==> config.mk <==
export PLATFORM = sky130hd
export DESIGN_NAME = eeprom_access_control
export DESIGN_NICKNAME = d
export VERILOG_FILES = /design/src/verilog/column_latch_page.v /design/src/verilog/eeprom_access_control.v
export VERILOG_INCLUDE_DIRS = /design/src /design/src/verilog
export SDC_FILE = /design/constraint.sdc
export NUM_CORES = 2
export LEC_CHECK = 0
export ABC_CLOCK_PERIOD_IN_PS = 4080
export BUFFER_PORTS_ARGS = -buffer_cell sky130_fd_sc_hd__buf_2
export CAP_MARGIN = 20
export CELL_PAD_IN_SITES_DETAIL_PLACEMENT = 1
export CELL_PAD_IN_SITES_GLOBAL_PLACEMENT = 2
export CORE_MARGIN = 2
export CORE_UTILIZATION = 45
export CTS_CLUSTER_SIZE = 14
export DETAILED_ROUTE_END_ITERATION = 8
export GPL_TIMING_DRIVEN = 0
export PLACE_DENSITY_LB_ADDON = 0.1
export SETUP_SLACK_MARGIN = 0.3
export SKIP_CTS_REPAIR_TIMING = 1
export SLEW_MARGIN = 20
export SYNTH_ARGS = -nofsm -noshare
export SYNTH_HDL_FRONTEND = slang
export SYNTH_SLANG_ARGS = --single-unit
==> constraint.sdc <==
create_clock -name mclk -period 4.08 [get_ports mclk]
set_input_delay 0.612 -clock mclk [delete_from_list [all_inputs] [get_ports mclk]]
set_output_delay 0.612 -clock mclk [all_outputs]
set_load 0.02 [all_outputs]
==> src/verilog/eeprom_access_defines.vh <==
// Constants for the data EEPROM access control block.
// Assumes inclusion by bare name from the design files.
`ifndef EEPROM_ACCESS_DEFINES_VH
`define EEPROM_ACCESS_DEFINES_VH
`define NV_CTRL_ADDR 8'hd2
`define NV_KEY_HI 7
`define NV_KEY_LO 4
`define NV_MAP_BIT 1
`define NV_BUSY_BIT 0
`define NV_KEY_FIRST 4'h5
`define NV_KEY_SECOND 4'ha
`define NV_MAP_VALUE 8'h02
`define NV_PAGE_BYTES 128
`define NV_PAGE_AW 7
`define NV_ADDR_W 11
`define NV_PROG_TIME_US 10
`define NV_PROG_CYCLES (`NV_PROG_TIME_US * 1000 / 10)
`endif

==> src/verilog/column_latch_page.v <==
// Page buffer of column latches with per-byte load flags.
// Assumes a single clock, clear pulse after programming.
`timescale 1ns/1ps
`default_nettype none
`include "eeprom_access_defines.vh"
module column_latch_page (
  // Clock and reset
  input wire mclk,
  input wire reset_n,
  input wire clk_en,
  // Load side
  input wire load,
  input wire [`NV_PAGE_AW-1:0] load_index,
  input wire [7:0] load_data,
  input wire clear,
  // Read side for the programming engine
  input wire [`NV_PAGE_AW-1:0] rd_index,
  output wire [7:0] rd_data,
  output wire rd_loaded
);
  reg [7:0] mem_q [0:`NV_PAGE_BYTES-1];
  reg [`NV_PAGE_BYTES-1:0] loaded_q;
  integer i;

  // Storage; any count of loads up to a page (RULE7)
  always @(posedge mclk or negedge reset_n)
  begin
    if (!reset_n)
    begin
      loaded_q <= {`NV_PAGE_BYTES{1'b0}};
      for (i = 0; i < `NV_PAGE_BYTES; i = i + 1)
        mem_q[i] <= 8'h00;
    end
    else if (clk_en)
    begin
      if (clear)
        loaded_q <= {`NV_PAGE_BYTES{1'b0}};
      // Load in the clear cycle still counts: set beats clear
      if (load)
      begin
        mem_q[load_index] <= load_data; // RULE7
        loaded_q[load_index] <= 1'b1;
      end
    end
  end

  assign rd_data = mem_q[rd_index];
  assign rd_loaded = loaded_q[rd_index];
endmodule // column_latch_page
`default_nettype wire

==> src/verilog/eeprom_access_control.v <==
// Control register and MOVX steering for the on-chip data EEPROM.
// Assumes CPU SFR bus and MOVX bus on mclk; array model sits outside.
`timescale 1ns/1ps
`default_nettype none
`include "eeprom_access_defines.vh"
// Summary of operation
// (RULE1) The control register decodes at SFR 0D2h: key bits 7-4, map bit 1, busy bit 0.
// (RULE2) Reset clears map and busy; only whole-byte writes are accepted.
// (RULE3) Writing 02h maps MOVX reads to the array and MOVX writes to the latches.
// (RULE4) Software writes 00h after each access to unmap the array.
// (RULE5) Software checks busy is clear and masks interrupts around accesses.
// (RULE6) Bits 3 and 2 are reserved, read as zero here, and must be written as zero.
// (RULE7) The latches take one to 128 byte loads before a launch.
// (RULE8) Writing key 5 then key A launches programming of the loaded page.
// (RULE9) Any instruction between the two key writes aborts the launch.
// (RULE10) Busy is set by hardware at launch, blocks reads, clears at completion.
module eeprom_access_control #(
  parameter PROG_CYCLES = `NV_PROG_CYCLES
) (
  // Clock, reset, enable
  input wire mclk,
  input wire reset_n,
  input wire clk_en,
  // SFR bus
  input wire [7:0] sfr_addr,
  input wire sfr_wr,
  input wire sfr_bit_wr,
  input wire sfr_rd,
  input wire [7:0] sfr_wdata,
  output reg [7:0] sfr_rdata,
  // Instruction boundary strobe
  input wire instr_done,
  // MOVX bus
  input wire [15:0] movx_addr,
  input wire movx_rd,
  input wire movx_wr,
  input wire [7:0] movx_wdata,
  output reg movx_claim,
  output reg [7:0] movx_rdata,
  // EEPROM array
  output reg [`NV_ADDR_W-1:0] array_addr,
  output reg array_rd,
  input wire [7:0] array_rdata,
  output reg array_wr,
  output reg [7:0] array_wdata
);
  localparam ST_IDLE = 2'd0;
  localparam ST_PROG = 2'd1;
  localparam ST_WAIT = 2'd2;

  reg [3:0] key_q;
  reg map_q;
  reg busy_q;
  reg armed_q;
  reg [1:0] state_q;
  reg [`NV_PAGE_AW-1:0] idx_q;
  reg [`NV_ADDR_W-`NV_PAGE_AW-1:0] page_q;
  reg [19:0] wait_q;
  reg clear_q;
  wire [7:0] cl_data;
  wire cl_loaded;
  wire ctrl_hit;
  wire ctrl_wr;
  wire launch;
  wire mapped_ld;

  // Byte writes only; bit-instruction writes are ignored
  assign ctrl_hit = (sfr_addr == `NV_CTRL_ADDR); // RULE1
  assign ctrl_wr = ctrl_hit && sfr_wr && !sfr_bit_wr; // RULE2
  assign launch = ctrl_wr && armed_q && !busy_q &&
    (sfr_wdata[`NV_KEY_HI:`NV_KEY_LO] == `NV_KEY_SECOND); // RULE8
  assign mapped_ld = map_q && movx_wr && !busy_q;

  column_latch_page u_latch (
    .mclk(mclk),
    .reset_n(reset_n),
    .clk_en(clk_en),
    .load(mapped_ld),
    .load_index(movx_addr[`NV_PAGE_AW-1:0]),
    .load_data(movx_wdata),
    .clear(clear_q),
    .rd_index(idx_q),
    .rd_data(cl_data),
    .rd_loaded(cl_loaded)
  );

  // Control register and key sequencing
  always @(posedge mclk or negedge reset_n)
  begin
    if (!reset_n)
    begin
      key_q <= 4'h0;
      map_q <= 1'b0; // RULE2
      armed_q <= 1'b0;
    end
    else if (clk_en)
    begin
      if (ctrl_wr)
      begin
        key_q <= sfr_wdata[`NV_KEY_HI:`NV_KEY_LO];
        map_q <= sfr_wdata[`NV_MAP_BIT]; // RULE3
        armed_q <= (sfr_wdata[`NV_KEY_HI:`NV_KEY_LO] == `NV_KEY_FIRST);
      end
      else if (instr_done)
        armed_q <= 1'b0; // RULE9
    end
  end

  // Page address follows the last latch load
  always @(posedge mclk or negedge reset_n)
  begin
    if (!reset_n)
      page_q <= {(`NV_ADDR_W-`NV_PAGE_AW){1'b0}};
    else if (clk_en && mapped_ld)
      page_q <= movx_addr[`NV_ADDR_W-1:`NV_PAGE_AW];
  end

  // Programming engine: copy loaded bytes, then wait the cell time
  always @(posedge mclk or negedge reset_n)
  begin
    if (!reset_n)
    begin
      state_q <= ST_IDLE;
      busy_q <= 1'b0;
      idx_q <= {`NV_PAGE_AW{1'b0}};
      wait_q <= 20'h0_0000;
      clear_q <= 1'b0;
      array_wr <= 1'b0;
      array_wdata <= 8'h00;
    end
    else if (clk_en)
    begin
      clear_q <= 1'b0;
      array_wr <= 1'b0;
      case (state_q)
        ST_IDLE:
        begin
          if (launch)
          begin
            busy_q <= 1'b1; // RULE10
            idx_q <= {`NV_PAGE_AW{1'b0}};
            state_q <= ST_PROG;
          end
        end
        ST_PROG:
        begin
          array_wr <= cl_loaded;
          array_wdata <= cl_data;
          if (idx_q == `NV_PAGE_BYTES - 1)
          begin
            wait_q <= PROG_CYCLES[19:0];
            state_q <= ST_WAIT;
          end
          else
            idx_q <= idx_q + 1'b1;
        end
        ST_WAIT:
        begin
          if (wait_q <= 20'h0_0001)
          begin
            busy_q <= 1'b0; // RULE10
            clear_q <= 1'b1;
            state_q <= ST_IDLE;
          end
          else
            wait_q <= wait_q - 20'h0_0001;
        end
        default:
          state_q <= ST_IDLE;
      endcase
    end
  end

  // Array address and read steering; reads blocked while busy
  always @(posedge mclk or negedge reset_n)
  begin
    if (!reset_n)
    begin
      array_addr <= {`NV_ADDR_W{1'b0}};
      array_rd <= 1'b0;
      movx_claim <= 1'b0;
    end
    else if (clk_en)
    begin
      array_rd <= map_q && movx_rd && !busy_q; // RULE10
      movx_claim <= map_q && (movx_rd || movx_wr); // RULE3
      if (state_q == ST_PROG)
        array_addr <= {page_q, idx_q};
      else
        array_addr <= movx_addr[`NV_ADDR_W-1:0];
    end
  end

  // Read data back to CPU; reserved bits read zero
  always @(posedge mclk or negedge reset_n)
  begin
    if (!reset_n)
    begin
      sfr_rdata <= 8'h00;
      movx_rdata <= 8'h00;
    end
    else if (clk_en)
    begin
      if (ctrl_hit && sfr_rd)
        sfr_rdata <= {key_q, 2'b00, map_q, busy_q}; // RULE6
      else
        sfr_rdata <= 8'h00;
      movx_rdata <= array_rd ? array_rdata : 8'h00;
    end
  end
endmodule // eeprom_access_control
`default_nettype wire

======== Word-level counts from Yosys, hierarchy flattened ========
Cells that the tools add are included.
word-level totals
  flip-flop bits (word level) ............. 1231
  output and inout bits ................... 38
  word-level logic and storage cells ...... 232
  input port bits ......................... 57
cells by class
  reduce and logical (&&, ||, !) cells .... 30
  equality and inequality tests ........... 11
  multiplexer cells ....................... 34
  order comparisons ....................... 7
  add/subtract/negate cells ............... 2
  bitwise gates (word level) .............. 3
operators with widths
  operator                                                     count
  bitwise mux 1024 bit                                         1
  two-way mux 128 bit                                          3
  bitwise OR 128 bit                                           1
  binary-select mux 8 bit (select 7 bit)                       1
  demux 8 bit (select 7 bit)                                   1
  two-way mux 20 bit                                           2
  two-way mux 8 bit                                            5
  one-hot mux 20 bit (2 select lines)                          1
  <= comparator 20 x 1 -> 1 bit (second input constant)        1
  subtractor 20 x 1 -> 20 bit (second input constant)          1
  >= comparator 8 bit (second input constant)                  2
  less-than comparator 7 x 8 -> 1 bit (second input constant)  2
  inverter 7 -> 8 bit                                          2
  AND reduction 4 bit                                          4
  logical AND 1 bit                                            14
  two-way mux 7 bit                                            2
  one-hot mux 7 bit (2 select lines)                           1
  two-way mux 11 bit                                           1
  != test 2 bit (second input constant)                        5
  two-way mux 1 bit                                            9
  == test 8 bit (second input constant)                        1
  less-than comparator 8 x 1 -> 1 bit (second input constant)  1
  AND reduction 2 bit                                          4
  nonzero test 2 bit                                           4
  other kinds (15)                                             18

======== Depth between registers and ports, before layout ========
  depth in word-level cells ............... 8
  mapped depth ............................ 11
  mapped depth without buffers ............ 7

======== By module ========
Synthesis repeated with hierarchy kept, for this count alone.
second synthesis, totals
  cells, all modules ...................... 3533
  area total of the unflattened synthesis .. 55343.1 um^2
modules (own cells, without submodules)
  module                 sequential area each (um^2)  area each (um^2)  cells an instance  instances
  column_latch_page      28827.6                      51624.5           3131               1
  eeprom_access_control  1926.8                       3718.6            402                1

======== Worst setup path after synthesis ========
OpenSTA, ideal clock, no wires.
  path kind ............................... input to register
  start point ............................. input port clk_en
  end point ............................... register u_latch.mem_q[56] in the netlist's numbering
  stages .................................. 7
  data required time ...................... 3.955 ns
  arrival ................................. 2.436 ns
  buffers on the path ..................... 2
  setup time .............................. 0.125 ns
  path slack .............................. 1.519 ns
  cell sequence ........................... clkbuf_1 > nand3_1 > nor2_1 > nand2_1 > buf_2 > nor2_2 > mux2_2
on the way
  cells in the longest elaborated chain, start to end .. 1
RTL lines
  what                             line                        source
  from (decl)                      eeprom_access_control.v:23  input wire clk_en,
  AND reduction 2 bit (no line)    n/a
  to (signal, indexed assignment)  column_latch_page.v:41      mem_q[load_index] <= load_data;
  to (decl)                        column_latch_page.v:21      reg [7:0] mem_q [0:`NV_PAGE_BYTES-1];
No other way between the ends.
A chain may end at the register's enable or synchronous reset.

======== Worst setup path in the final report ========
  start point ............................. register idx_q[1]
  end point ............................... register array_wdata[4]
on the way
  cells in the longest elaborated chain, start to end .. 4
RTL lines
  what                                                  line                         source
  from (decl)                                           eeprom_access_control.v:56   reg [`NV_PAGE_AW-1:0] idx_q;
  from (signal assigned)                                eeprom_access_control.v:125  idx_q <= {`NV_PAGE_AW{1'b0}};
  from (signal assigned)                                eeprom_access_control.v:141  idx_q <= {`NV_PAGE_AW{1'b0}};
  from (signal assigned)                                eeprom_access_control.v:155  idx_q <= idx_q + 1'b1;
  inverter 7 -> 8 bit (not written as such)             column_latch_page.v:47       assign rd_data = mem_q[rd_index];
  binary-select mux 8 bit (select 7 bit)                column_latch_page.v:47
  two-way mux 8 bit (not written as such) (2 in a row)  column_latch_page.v:47
  to (signal assigned)                                  eeprom_access_control.v:148  array_wdata <= cl_data;
  to (decl)                                             eeprom_access_control.v:45   output reg [7:0] array_wdata
No other way between the ends. The select of a mux whose other input is x is not followed.

==> impl_metrics.tcl <==
set metrics [dict create \
    num_vias 36481 \
    start_kind "register" \
    tritoncts "built" \
    maxCapViolCount 0 \
    yosysUniqueCellTypes 64 \
    drc 0 \
    gp_congestion 0.9667 \
    power_density_nw_per_um2 408.2 \
    internal-power_uw 19850 \
    synthCells 3845 \
    initial_core_util 0.4524 \
    drtIter0Drc 3330 \
    die-height_um 356.1 \
    fin_cells 5818 \
    ant_nets 0 \
    fp.dieW_um 356.1 \
    ir_worst_vdd_mv 0.4483 \
    period_share 0.9761 \
    clk_pin_slew_ns 0.06 \
    grt_pass1_wl_mm 302.4 \
    io_pins 95 \
    grt_max_degree 134 \
    crit_path_end_kind "register" \
    cp_data_required_time_ns 4.79 \
    worstHoldPathCells 3 \
    area_growth_pct 13.95 \
    async_reset_ff_frac 1.000 \
    ys.flop_type "dfrtp_1" \
    hold_ws_ns 0.05464 \
    cp.arrival_ns 4.69 \
    core-area_sq_um 123300 \
    final_common_cell "dfrtp_1" \
    crit_path_top_delay_cell "a211oi_1" \
    cp_max_fo 10 \
    clock_path_buffers 3 \
    critical_path.max_stage_delay_ns 0.83 \
    cts_buffers 140 \
    p_sw_frac 0.2351 \
    switchingPower_uw 6101 \
    totalWireLength_mm 214.5 \
    ys_seq_area_frac 0.5512 \
    clkPwrFrac 0.488 \
    yosys_warnings 0 \
    nNetsFinal 4141 \
    synth.avg_cell_area_sq_um 14.51 \
    gr-total-overflow 0 \
    clock_tree.htree_level_count 4 \
    status "finished, final reports clean" \
    crit_buf_inv 4 \
    cp_top_family "buffers and inverters" \
    p_seq_frac 0.471 \
    crit_chain "buf_2, buf_2, buf_4, buf_2, mux4_2, o22ai_1, a211oi_1, a211oi_4, nor2_1" \
    layout_min_cycle_time_ns 3.983 \
    fin_util 0.5155 \
    p_leak_uw 0.03087 \
    track_usage 0.3434 \
    r2r_cells 9 \
    drt-pass1-iter-count 5 \
    slew_viol_final 0 \
    wl_per_cell_um 36.87 \
    max_freq_ghz 0.2511 \
    synth_edf_count 0 \
    cp.depth 9 \
    setup_violations 0 \
    rsz0062_at_grt "yes" \
    cts.sinks 1229 \
    clk_latency_ns 0.78 \
    num-fill-cells 11930 \
    die_area_sq_um 126800 \
    antenna_found_initial 12 \
    cp_common_cell "buf_2" \
    hold_viol_final 0 \
    relSlewSlack 0.1424 \
    final_cell_mix "dfrtp_1 (1227), mux2_2 (1042), nand2_1 (289)" \
    io_buffers 73 \
    post-dp-hpwl_mm 147.4 \
    via_per_inst 6.270 \
    std_cell_rows 129 \
    fin_worst_skew_ns 0.03304 \
    cts-root-buf "clkbuf_16" \
    path_class "register to register" \
    first_global_vias 38099 \
    syn_area_sq_um 55790 \
    tightestPinTransition_ns 1.286 \
    pwr-share-comb 0.041 \
    dp_cells 5572 \
    hold_path_class "input pin to register" \
    synth-seq-cells 1229 \
    drive_above_1_share 0.4282 \
    power.total_uw 25950 \
]
-- worst min-delay path: stages --
cell and delay [ns]:
buf_2 0.08, nand2_1 0.04, o21ai_0 0.06
-- cells in the mapped netlist (33+ instances only) --
cell type  count  area share
a21oi_1       36      0.0032
a31oi_1       33      0.0037
nand2_1      291       0.020
mux4_2       246       0.099
mux2_2      1042        0.21
buf_2         56      0.0050
dfrtp_1     1229        0.55
clkbuf_1     174       0.012
nor2_2        64      0.0072
o21ai_0       40      0.0036
nor2_1        84      0.0057
mux2i_1      187       0.034
a21o_1        65      0.0087
-- cells by family (layout without fill, tap and decap cells) --
logic type | count (synthesis) | after routing | synth area share
AOI/OAI and AO/OA | 280 | 280 | 0.03449
and+or+nand+nor | 554 | 554 | 0.04566
buffers and inverters | 290 | 620 | 0.02265
other | 1 | 7 | 0.00006722
adders and majority gates | 3 | 3 | 0.0006729
muxes | 1475 | 1475 | 0.3432
DFF | 1229 | 1229 | 0.5512
xor gates and xnor gates | 13 | 13 | 0.002041
-- layout make-up --
class / instances / area [sq um] / area share
multi-input combinational: 2327 / 23910 / 0.3760
clock buffer: 218 / 4257 / 0.06696
sequential: 1229 / 30760 / 0.4838
antenna: 5 / 12.51 / 0.0001968
tap: 1637 / 2048 / 0.03222
inverter: 20 / 75.07 / 0.001181
buffer: 270 / 1429 / 0.02248
timing repair buffer: 93 / 824.5 / 0.01297
clock inverter: 19 / 264.0 / 0.004153
-- registers in the layout (all words and copies together), names as in the netlist, 6 cells and up --
name              flops
array_addr           11
array_wdata           8
idx_q                 7
movx_rdata            8
sfr_rdata             6
u_latch.loaded_q    128
u_latch.mem_q      1024
wait_q               20
-- power groups by stage --
| stage | Combinational (uW) | Sequential [uW] | Clock [uW] |
|---|---|---|---|
| floorplan | 302 | 12500 | 0 |
| global placement | 1000 | 12500 | 0 |
| detailed placement | 1050 | 12400 | 0 |
| CTS | 1050 | 12200 | 12800 |
| global route | 1120 | 12200 | 13300 |
| finish | 1060 | 12200 | 12700 |
-- metrics by stage --
step / TNS (ns) / cell area, sq um / setup WS [ns]
2_1_floorplan: 0 / 55790 / 1.519
3_3_place_gp: - / 58210 / -25.90
3_5_place_dp: -86.95 / 58680 / -1.105
4_1_cts: -8.780 / 63200 / -1.083
5_1_grt: 0 / 63560 / 0.1051
6_report: 0 / 63570 / 0.09732
-- layer usage --
metal	up-vias	wire [um]	track usage
met5	-	28	0
met4	4	10040	0.1565
met3	369	15610	0.07211
met2	1418	95290	0.5108
met1	20095	93540	0.4855
li1	14595	-	-
-- path summary, 6_finish.rpt --
| path | slack, ns | end | start |
|---|---|---|---|
| worst min-delay path | 0.05 | movx_rdata[7]$_DFFE_PN0P_ | array_rdata[7] |
| min in group asynchronous | 0.34 | wait_q[11]$_DFFE_PN0P_ | reset_n |
| max in group asynchronous | 1.08 | u_latch.mem_q[351]$_DFFE_PN0P_ | reset_n |
| worst min register to register | 0.47 | u_latch.loaded_q[11]$_DFFE_PN0P_ | u_latch.loaded_q[11]$_DFFE_PN0P_ |
| worst max register to register | 0.1 | array_wdata[4]$_DFFE_PN0P_ | idx_q[1]$_DFFE_PN0P_ |
| worst max-delay path | 0.1 | array_wdata[4]$_DFFE_PN0P_ | idx_q[1]$_DFFE_PN0P_ |
Note: power is estimated with default switching activity, not from simulation.
